--- config.mk ---
export PLATFORM = sky130hd
export DESIGN_NAME = sat_timer
export DESIGN_NICKNAME = d
export VERILOG_FILES = /design/src/design/sat_pkg.sv /design/src/design/sat_tick_gen.sv /design/src/design/sat_timer.sv
export VERILOG_INCLUDE_DIRS = /design/src /design/src/design
export SDC_FILE = /design/constraint.sdc
export NUM_CORES = 1
export LEC_CHECK = 0
export BUFFER_PORTS_ARGS = -buffer_cell sky130_fd_sc_hd__buf_2
export CAP_MARGIN = 20
export CORE_UTILIZATION = 55
export DETAILED_ROUTE_END_ITERATION = 10
export PLACE_DENSITY_LB_ADDON = 0.08
export SLEW_MARGIN = 20
export SYNTH_ARGS = -nofsm -noshare
export SYNTH_HDL_FRONTEND = slang
export SYNTH_HIERARCHICAL = 1
export SYNTH_SLANG_ARGS = --single-unit
--- constraint.sdc ---
create_clock -name clk_i -period 2.3 [get_ports clk_i]
set_input_delay 0.575 -clock clk_i [delete_from_list [all_inputs] [get_ports clk_i]]
set_output_delay 0.575 -clock clk_i [all_outputs]
set_load 0.02 [all_outputs]
--- src/design/sat_defines.svh ---
`ifndef SAT_DEFINES_SVH
`define SAT_DEFINES_SVH

// Register addresses on the special function register port
`define SAT_ADDR_CTRL      8'h91
`define SAT_ADDR_RLD_LOW   8'h92
`define SAT_ADDR_RLD_HIGH  8'h93
`define SAT_ADDR_CNT_LOW   8'h94
`define SAT_ADDR_CNT_HIGH  8'h95

// Control register field positions
`define SAT_BIT_HIGH_FLAG  7
`define SAT_BIT_LOW_FLAG   6
`define SAT_BIT_LOW_IEN    5
`define SAT_BIT_UNUSED4    4
`define SAT_BIT_SPLIT      3
`define SAT_BIT_RUN        2
`define SAT_BIT_UNUSED1    1
`define SAT_BIT_EXT_CLK    0

// Reset values
`define SAT_CTRL_RST       8'h00
`define SAT_RLD_RST        8'h00
`define SAT_CNT_RST        8'h00
`define SAT_RDATA_RST      8'h00
`define SAT_UNMAPPED_DATA  8'h00

// Count limits
`define SAT_BYTE_MAX       8'hFF
`define SAT_WORD_MAX       16'hFFFF
`define SAT_BYTE_ONE       8'h01
`define SAT_WORD_ONE       16'h0001

// Count source division factors
`define SAT_SYS_DIV        12
`define SAT_EXT_DIV        8

`endif

--- src/design/sat_pkg.sv ---
package sat_pkg;

  // Whole state of the timer core
  typedef struct packed {
    logic       high_overflow_flag;
    logic       low_overflow_flag;
    logic       low_byte_int_enable;
    logic       split_mode_enable;
    logic       run_control;
    logic       ext_clock_select;
    logic [7:0] reload_low;
    logic [7:0] reload_high;
    logic [7:0] count_low;
    logic [7:0] count_high;
    logic [7:0] rdata;
  } sat_state_t;

  // Whole state of the count source generator
  typedef struct packed {
    logic       ext_sync1;
    logic       ext_sync2;
    logic       ext_prev;
    logic [7:0] ext_cnt;
    logic [7:0] sys_cnt;
    logic       tick_sys;
    logic       tick_ext;
  } sat_tick_state_t;

endpackage

--- src/design/sat_tick_gen.sv ---
`timescale 1ns/1ps
`include "sat_defines.svh"

module sat_tick_gen
  import sat_pkg::*;
#(
  parameter int SYS_DIV = `SAT_SYS_DIV,
  parameter int EXT_DIV = `SAT_EXT_DIV
) (
  input  wire logic clk_i,
  input  wire logic reset_n_i,
  input  wire logic ext_osc_i,
  output logic      tick_sys_div_o,
  output logic      tick_ext_div_o
);

  localparam logic [7:0] SYS_LAST = 8'(SYS_DIV - 1);
  localparam logic [7:0] EXT_LAST = 8'(EXT_DIV - 1);

  sat_tick_state_t s_reg;
  sat_tick_state_t s_next;

  ////////////////////////////////////////////////////////////////////////////
  always_comb begin
    s_next = s_reg;
    s_next.tick_sys = 1'b0;
    s_next.tick_ext = 1'b0;
    // System clock prescaler, one pulse per SYS_DIV cycles
    if (s_reg.sys_cnt == SYS_LAST) begin
      s_next.sys_cnt  = 8'h00;
      s_next.tick_sys = 1'b1;
    end else begin
      s_next.sys_cnt = s_reg.sys_cnt + 8'h01;
    end
    // Oscillator brought into the system clock domain first
    s_next.ext_sync1 = ext_osc_i;
    s_next.ext_sync2 = s_reg.ext_sync1;
    s_next.ext_prev  = s_reg.ext_sync2;
    // Divide rising edges of the oscillator by EXT_DIV
    if (s_reg.ext_sync2 && !s_reg.ext_prev) begin
      if (s_reg.ext_cnt == EXT_LAST) begin
        s_next.ext_cnt  = 8'h00;
        s_next.tick_ext = 1'b1;
      end else begin
        s_next.ext_cnt = s_reg.ext_cnt + 8'h01;
      end
    end
  end

  always_ff @(posedge clk_i or negedge reset_n_i) begin
    if (!reset_n_i) begin
      s_reg <= '0;
    end else begin
      s_reg <= s_next;
    end
  end

  assign tick_sys_div_o = s_reg.tick_sys;
  assign tick_ext_div_o = s_reg.tick_ext;

endmodule

--- src/design/sat_timer.sv ---
//
// Contract
// - Split clear: one 16-bit up-counter; wrap loads reload, sets high flag.
// - 16-bit mode: request interrupt on each full overflow when enabled.
// - 16-bit mode: low-byte wrap also requests when low enable set.
// - Split set: two 8-bit counters, each reloading from its own byte.
// - Split mode: run control gates high counter only; low always counts.
// - Run control at bit 2 enables counting; governs whole 16-bit timer.
// - Byte clock select picks system clock, else ext select: /12 or ext /8.
// - External oscillator is synchronised, then its rising edges divided by 8.
// - High flag on high byte wrap; low flag on low byte wrap, any mode.
// - Split mode: request on high overflow, and low when low enable set.
// - Hardware never clears flags; software clears and checks both.
// - Control bits: 7 high flag, 6 low flag, 5 low enable, 3, 2, 0.
// - Control bits 4 and 1 read zero; writes to them are ignored.
// - Count registers hold 16-bit halves, or two split counter values.
//
`timescale 1ns/1ps
`include "sat_defines.svh"

module sat_timer
  import sat_pkg::*;
#(
  parameter int SYS_DIV = `SAT_SYS_DIV,
  parameter int EXT_DIV = `SAT_EXT_DIV
) (
  input  wire logic       clk_i,
  input  wire logic       reset_n_i,
  input  wire logic [7:0] sfr_addr_i,
  input  wire logic       sfr_wr_i,
  input  wire logic [7:0] sfr_wdata_i,
  output logic      [7:0] sfr_rdata_o,
  input  wire logic       timer_int_enable_i,
  input  wire logic       high_byte_clock_select_i,
  input  wire logic       low_byte_clock_select_i,
  input  wire logic       ext_osc_i,
  output logic            irq_o,
  output logic            high_overflow_flag_o,
  output logic            low_overflow_flag_o
);

  sat_state_t  s_reg;
  sat_state_t  s_next;

  logic        tick_sys_div;
  logic        tick_ext_div;
  logic        base_tick;
  logic        tick_low;
  logic        tick_high;
  logic        wr_ctrl;
  logic        wr_rld_low;
  logic        wr_rld_high;
  logic        wr_cnt_low;
  logic        wr_cnt_high;
  logic        set_high_flag;
  logic        set_low_flag;
  logic [15:0] count_word;
  logic [15:0] reload_word;
  logic [15:0] word_next;
  logic [7:0]  low_next;
  logic [7:0]  high_next;
  logic [7:0]  ctrl_view;
  logic [7:0]  rdata_next;

  ////////////////////////////////////////////////////////////////////////////
  // Count sources

  sat_tick_gen #(
    .SYS_DIV (SYS_DIV),
    .EXT_DIV (EXT_DIV)
  ) u_tick_gen (
    .clk_i          (clk_i),
    .reset_n_i      (reset_n_i),
    .ext_osc_i      (ext_osc_i),
    .tick_sys_div_o (tick_sys_div),
    .tick_ext_div_o (tick_ext_div)
  );

  // Shared divided source for both bytes
  always_comb begin
    if (s_reg.ext_clock_select) begin
      base_tick = tick_ext_div;
    end else begin
      base_tick = tick_sys_div;
    end
  end

  // Per-byte choice between the system clock and the divided source
  always_comb begin
    if (low_byte_clock_select_i) begin
      tick_low = 1'b1;
    end else begin
      tick_low = base_tick;
    end
    if (high_byte_clock_select_i) begin
      tick_high = 1'b1;
    end else begin
      tick_high = base_tick;
    end
  end

  ////////////////////////////////////////////////////////////////////////////
  // Register write decode

  always_comb begin
    wr_ctrl     = sfr_wr_i && (sfr_addr_i == `SAT_ADDR_CTRL);
    wr_rld_low  = sfr_wr_i && (sfr_addr_i == `SAT_ADDR_RLD_LOW);
    wr_rld_high = sfr_wr_i && (sfr_addr_i == `SAT_ADDR_RLD_HIGH);
    wr_cnt_low  = sfr_wr_i && (sfr_addr_i == `SAT_ADDR_CNT_LOW);
    wr_cnt_high = sfr_wr_i && (sfr_addr_i == `SAT_ADDR_CNT_HIGH);
  end

  ////////////////////////////////////////////////////////////////////////////
  // Counting

  assign count_word  = {s_reg.count_high, s_reg.count_low};
  assign reload_word = {s_reg.reload_high, s_reg.reload_low};

  always_comb begin
    set_high_flag = 1'b0;
    set_low_flag  = 1'b0;
    word_next     = count_word;
    low_next      = s_reg.count_low;
    high_next     = s_reg.count_high;
    if (!s_reg.split_mode_enable) begin
      // One 16-bit counter on the low byte's source
      if (s_reg.run_control && tick_low) begin
        if (count_word == `SAT_WORD_MAX) begin
          word_next     = reload_word;
          set_high_flag = 1'b1;
          set_low_flag  = 1'b1;
        end else begin
          word_next = count_word + `SAT_WORD_ONE;
          if (s_reg.count_low == `SAT_BYTE_MAX) begin
            set_low_flag = 1'b1;
          end
        end
      end
      low_next  = word_next[7:0];
      high_next = word_next[15:8];
    end else begin
      // Low byte free-running in split mode
      if (tick_low) begin
        if (s_reg.count_low == `SAT_BYTE_MAX) begin
          low_next     = s_reg.reload_low;
          set_low_flag = 1'b1;
        end else begin
          low_next = s_reg.count_low + `SAT_BYTE_ONE;
        end
      end
      // High byte gated by run control
      if (s_reg.run_control && tick_high) begin
        if (s_reg.count_high == `SAT_BYTE_MAX) begin
          high_next     = s_reg.reload_high;
          set_high_flag = 1'b1;
        end else begin
          high_next = s_reg.count_high + `SAT_BYTE_ONE;
        end
      end
    end
  end

  ////////////////////////////////////////////////////////////////////////////
  // Control register view

  always_comb begin
    ctrl_view                     = 8'h00;
    ctrl_view[`SAT_BIT_HIGH_FLAG] = s_reg.high_overflow_flag;
    ctrl_view[`SAT_BIT_LOW_FLAG]  = s_reg.low_overflow_flag;
    ctrl_view[`SAT_BIT_LOW_IEN]   = s_reg.low_byte_int_enable;
    ctrl_view[`SAT_BIT_UNUSED4]   = 1'b0;
    ctrl_view[`SAT_BIT_SPLIT]     = s_reg.split_mode_enable;
    ctrl_view[`SAT_BIT_RUN]       = s_reg.run_control;
    ctrl_view[`SAT_BIT_UNUSED1]   = 1'b0;
    ctrl_view[`SAT_BIT_EXT_CLK]   = s_reg.ext_clock_select;
  end

  // Read data registered one cycle after the address is presented
  always_comb begin
    unique case (sfr_addr_i)
      `SAT_ADDR_CTRL:     rdata_next = ctrl_view;
      `SAT_ADDR_RLD_LOW:  rdata_next = s_reg.reload_low;
      `SAT_ADDR_RLD_HIGH: rdata_next = s_reg.reload_high;
      `SAT_ADDR_CNT_LOW:  rdata_next = s_reg.count_low;
      `SAT_ADDR_CNT_HIGH: rdata_next = s_reg.count_high;
      default:            rdata_next = `SAT_UNMAPPED_DATA;
    endcase
  end

  ////////////////////////////////////////////////////////////////////////////
  // Next state

  always_comb begin
    s_next = s_reg;
    // Flags: a hardware set wins over a software clear
    if (wr_ctrl) begin
      s_next.high_overflow_flag  = sfr_wdata_i[`SAT_BIT_HIGH_FLAG]
                                   | set_high_flag;
      s_next.low_overflow_flag   = sfr_wdata_i[`SAT_BIT_LOW_FLAG]
                                   | set_low_flag;
      s_next.low_byte_int_enable = sfr_wdata_i[`SAT_BIT_LOW_IEN];
      s_next.split_mode_enable   = sfr_wdata_i[`SAT_BIT_SPLIT];
      s_next.run_control         = sfr_wdata_i[`SAT_BIT_RUN];
      s_next.ext_clock_select    = sfr_wdata_i[`SAT_BIT_EXT_CLK];
    end else begin
      s_next.high_overflow_flag  = s_reg.high_overflow_flag
                                   | set_high_flag;
      s_next.low_overflow_flag   = s_reg.low_overflow_flag
                                   | set_low_flag;
    end
    // Software writes take precedence over counting
    if (wr_rld_low) begin
      s_next.reload_low = sfr_wdata_i;
    end
    if (wr_rld_high) begin
      s_next.reload_high = sfr_wdata_i;
    end
    if (wr_cnt_low) begin
      s_next.count_low = sfr_wdata_i;
    end else begin
      s_next.count_low = low_next;
    end
    if (wr_cnt_high) begin
      s_next.count_high = sfr_wdata_i;
    end else begin
      s_next.count_high = high_next;
    end
    s_next.rdata = rdata_next;
  end

  always_ff @(posedge clk_i or negedge reset_n_i) begin
    if (!reset_n_i) begin
      s_reg.high_overflow_flag  <= 1'b0;
      s_reg.low_overflow_flag   <= 1'b0;
      s_reg.low_byte_int_enable <= 1'b0;
      s_reg.split_mode_enable   <= 1'b0;
      s_reg.run_control         <= 1'b0;
      s_reg.ext_clock_select    <= 1'b0;
      s_reg.reload_low          <= `SAT_RLD_RST;
      s_reg.reload_high         <= `SAT_RLD_RST;
      s_reg.count_low           <= `SAT_CNT_RST;
      s_reg.count_high          <= `SAT_CNT_RST;
      s_reg.rdata               <= `SAT_RDATA_RST;
    end else begin
      s_reg <= s_next;
    end
  end

  ////////////////////////////////////////////////////////////////////////////
  // Outputs

  // Same expression serves both modes: low requests need the low enable
  assign irq_o = timer_int_enable_i
                 & (s_reg.high_overflow_flag
                    | (s_reg.low_overflow_flag
                       & s_reg.low_byte_int_enable));

  assign sfr_rdata_o          = s_reg.rdata;
  assign high_overflow_flag_o = s_reg.high_overflow_flag;
  assign low_overflow_flag_o  = s_reg.low_overflow_flag;

endmodule

== Yosys cells after proc, flatten, opt, wreduce, memory -nomap -nowiden ==
Cells that the tools add are included.
Storage, ports and cells
  register bits: 67
  input port bits: 23
  output and inout port bits: 11
  logic and storage cells: 85
Operators by class
  $add $sub $neg: 5
  eq/ne operators: 12
  multiplexer cells: 30
  bitwise gates (word level): 7
  reduce and logical (&&, ||, !) cells: 13
Operators by type and width (count)
  $mux 8: 10
  $eq 8x8->1 const B: 7
  $pmux 8 s5: 1
  $add 8x1->8 const B: 4
  $mux 16: 2
  $add 16x1->16 const B: 1
  $eq 16x16->1 const B: 1
  $mux 1: 16
  $eq 8x3->1 const B: 1
  $eq 8x4->1 const B: 1
  $logic_and 1x1->1: 8
  $ne 3x1->1 const B: 2
  $reduce_bool 3->1: 2
  $or 1x1->1: 5
  $reduce_and 2->1: 2
  $and 1x1->1: 2
  $mux 2: 1
  $logic_not 1->1: 1

== Depth between registers and ports, before layout ==
  depth in word-level cells: 7
  depth in mapped cells: 7
  depth with buffers taken out: 6

== Cells and area by module ==
The synthesis kept the hierarchy.
Modules (own cells, without submodules)
  sat_timer: times used 1, cells each 278, area an instance 2795.2 um^2, seq. area each 1151.1 um^2
  sat_tick_gen: times used 1, cells each 74, area an instance 892.1 um^2, seq. area each 525.5 um^2

== Worst setup path before layout ==
No wires, ideal clock.
  kind: input -> register
  start point: input sfr_addr_i[5]
  end point: register s_reg (netlist bit reload_word[11])
  setup time: 0.125 ns
  arrival: 1.797 ns
  data required time: 2.175 ns
  setup slack: 0.378 ns
  stages on the path: 5
  path buffers: 0
  cell sequence: nand4bb_4 > or3_4 > nor2_8 > nand2_8 > mux2_4
On the way
  longest elaborated chain between the ends: 2
RTL lines
  from (decl): line sat_timer.sv:29  | input wire logic [7:0] sfr_addr_i,
  $eq 8x8->1
  $logic_and 1x1->1: line sat_timer.sv:108  | wr_rld_high = sfr_wr_i && (sfr_addr_i == `SAT_ADDR_RLD_HIGH);
  to (signal assigned): line sat_timer.sv:245  | s_reg <= s_next;
  to (decl): line sat_timer.sv:42  | sat_state_t s_reg;
No other way between the ends.
A chain may end at the register's enable or synchronous reset.

== Final worst setup path ==
  start point: register s_reg (netlist bit count_word[0])
  end point: register s_reg (netlist bit count_word[4])
On the way
  longest elaborated chain between the ends: 5
  elaborated cells on any way between the ends: 10
  those cells by class: 2 x add/sub; 2 x eq/ne; 6 x mux
RTL lines
  $add 16x1->16 (no source line) (tied with other cells)
  $mux 16 / $mux 8 (equally long branches): line sat_timer.sv:128, sat_timer.sv:144
  $mux 16 / $mux 8 (equally long branches): line sat_timer.sv:127, sat_timer.sv:143
  $mux 8 (*): line sat_timer.sv:125  | if (!s_reg.split_mode_enable) begin
  $mux 8 (*): line sat_timer.sv:218  | if (wr_cnt_low) begin
Every way passes the cells marked *; elsewhere a longest branch is shown, timed or not. The select of a mux whose other input is x is not followed.

==> metrics.md <==
| Metric | Value |
|---|---|
| Drt drc | 4 |
| Clock Latency Late Sink | 0.35 ns |
| CP Capture Type | register |
| First-pass GRT wire length | 15,170 um |
| Reg2reg end | count_word[4]$_DFFE_PN0P_ |
| Worst Path Max Fanout | 6 |
| Pre-CTS WS | 0.1997 ns |
| Layout cell share with drive strength beyond 1 | 25.74% |
| CTS tree | built |
| Clock Path Buffers | 2 |
| Initial Util | 57.41% |
| P_leak | 1.951 nW |
| Gpl congestion | 0.9262 |
| Antenna Cells | 0 |
| Post-synthesis cell type count | 62 |
| Asr flop ratio synth | 100.0% |
| Yosys warning count | 6 |
| FF-to-FF Start | count_word[0]$_DFFE_PN0P_ |
| Synthesized Nets | 379 |
| Post-Syn Area per Cell | 10.48 sq um |
| Number of cells on the worst reg-to-reg path | 6 |
| Clk sink count | 67 |
| Drt total wl | 9121 um |
| DR vias/cell | 6.349 |
| WL per Instance | 18.96 um |
| Yosys reg bits | 67 |
| Total power | 0.003016 W |
| RSZ-0062 raised after global routing | no |
| Slowest-stage cell, CP | dfrtp_1 |
| Commonest cells after routing, fill and taps aside | dfrtp_1, nand2_1, buf_2 |
| Die area | 0.007036 sq mm |
| Max reg flops | 17 |
| Period minus WS final | 2.071 ns |
| Resize count post-CTS | 0 |
| # setup viols final | 0 |
| Final setup TNS | 0 ns |
| Hold_buf cts | 0 |
| Crit path buf inv count | 0 |
| Vias in the first global route | 2,944 |
| TritonCTS buffer count | 9 |
| Final worst slack | 0.2286 ns |
| Crit share post-route | 90.06% |
| Row cnt | 29 |
| CP required | 2.56 ns |
| Critical path type | reg2reg |
| Largest net degree at the start of global routing | 68 |
| CTS H-Tree Depth | 3 |
| Failing checks | DRC |
| Delay-heaviest family, CP | simple AND/OR/NAND/NOR gates |
| Most common cell after layout, fill and taps aside | dfrtp_1 |
| Final hold vios | 0 |
| Worst clock skew | 0.01044 ns |
| Outcome | finished, violations left |
| Final #Nets | 426 |
| Post-synthesis sequential area ratio | 45.47% |
| Max rail drop VDD | 0.5147 mV |
| Area delta synth->final | 14.35% |
| Die extent in y | 83.88 um |
| Via count | 3,054 |
| Die extent in x | 83.88 um |
| Final Util | 65.65% |
| Initial drt markers | 337 |
| Hpwl dp | 6633 um |
| Final Max Slew Viols | 0 |
| Max capacitance violation total | 0 |
| Pre-antenna DRT Iters | 9 |
| Maximum operating frequency | 0.4828 GHz |
| Syn Std Cell Area | 0.003687 sq mm |
| GRT Total Usage | 28.35% |
| IO Port Bufs | 33 |
| Post-synth EDFFs | 0 |
| GRT overflow | 0 |
| Postcts setup bufs | 0 |
| Critical-path cell list | ha_1 > and3_1 > nand2b_1 > nor2_1 > a211oi_1 > o31ai_1 |
| Initial antenna violation count | 0 |
| Pwr dens | 715.2 mW/mm^2 |
| Hold Crit Class | in2async |
| R2R Setup Slk | 0.23 ns |
| Slew Limit Headroom | 68.01% |
| Worst endpoint data arrival time | 2.33 ns |
| Core area | 0.006422 sq mm |
| Synth Flop Type | dfrtp_1 |
| Synth Instances | 352 |
| IO Count | 34 |
| Root Buffer | clkbuf_8 |
| Remaining antenna violation count | 0 |
| Worst setup SP type | register |
| Critical Path Max Stage Delay | 0.47 ns |
| Worst-path clk slew | 0.08 ns |
| Worst slew pin tran | 0.4784 ns |
## cells by family after synthesis
logic type,share of synthesized area [%]
AOI/OAI and AO/OA,15.61
adders and majority gates,1.357
buffers and inverters,2.070
muxes,8.890
and+or+nand+nor,22.57
DFF,45.47
xor gates and xnor gates,4.038
## cell usage after synthesis, drive strengths merged (5+ instances only)
master	number	area [sq um]
o31ai	6	45.04
a22oi	10	75.07
dfrtp	67	1677
o21ai	20	103.9
xnor2	14	122.6
mux2i	5	50.05
nand2	41	177.7
clkbuf	6	23.77
a211oi	6	45.04
nand3	18	95.09
nand2b	7	43.79
nor4	7	71.31
a21oi	15	75.07
nor3	10	66.32
and3	6	37.54
a222oi	6	60.06
inv	8	30.03
a31oi	5	31.28
mux2	23	277.8
nor2	19	106.4
nand4	9	71.32
## metal layers
metal / track usage [%] / up-vias / share of wire, % / routed length (um)
li1: - / 1408 / - / -
met1: 41.67 / 1502 / 45 / 4150
met2: 42.32 / 127 / 45 / 4140
met3: 4.253 / 17 / 7.3 / 663
met4: 10.82 / 0 / 1.8 / 167
met5: 0 / - / 0 / 0
## where the power goes
part / leakage, nW / switching, W / internal (W) / total (W)
Combinational: 0.955 / 0.000266 / 0.000231 / 0.000497
Sequential: 0.889 / 0.000200 / 0.00130 / 0.00150
Clock: 0.106 / 0.000456 / 0.000559 / 0.00101
## final cells by class
cell class | count | area [sq um]
Clock buffer | 12 | 155.1
Timing Repair Buffer | 46 | 275.3
Clock inverter | 4 | 48.80
Multi-Input combinational cell | 267 | 1934
Fill cell | 521 | 2206
Tap cell | 77 | 96.34
Inverter | 8 | 30.03
Sequential cell | 67 | 1677
## metrics by stage
stage	area [sq um]	hold slack, ns	cells
after global placement	4013	0.3472	465
after global routing	4217	0.2576	481
after CTS	4217	0.2468	481
after detailed placement	4013	0.3363	465
final	4217	0.2262	481
after floorplan	3687	0.2794	352
## how the worst max path moves through the flow
stage | startpoint | to | slack, ns | cells past startpoint
2_1_floorplan | sfr_addr_i[5] | reload_word[11]$_DFFE_PN0P_ | 0.38 | 5
4_1_cts | count_word[0]$_DFFE_PN0P_ | count_word[4]$_DFFE_PN0P_ | 0.31 | 6
3_5_place_dp | sfr_addr_i[5] | reload_word[6]$_DFFE_PN0P_ | 0.20 | 6
3_3_place_gp | sfr_addr_i[5] | reload_word[3]$_DFFE_PN0P_ | 0.25 | 6
6_report | count_word[0]$_DFFE_PN0P_ | count_word[4]$_DFFE_PN0P_ | 0.23 | 6
5_1_grt | count_word[0]$_DFFE_PN0P_ | count_word[4]$_DFFE_PN0P_ | 0.11 | 6
## worst register-to-register path: stages, from the launching register on
cell and delay (ns):
dfrtp_1 0.47, ha_1 0.26, and3_1 0.31, nand2b_1 0.22, nor2_1 0.37, a211oi_1 0.14
o31ai_1 0.22
No activity file was read; power rests on OpenSTA's default activity.
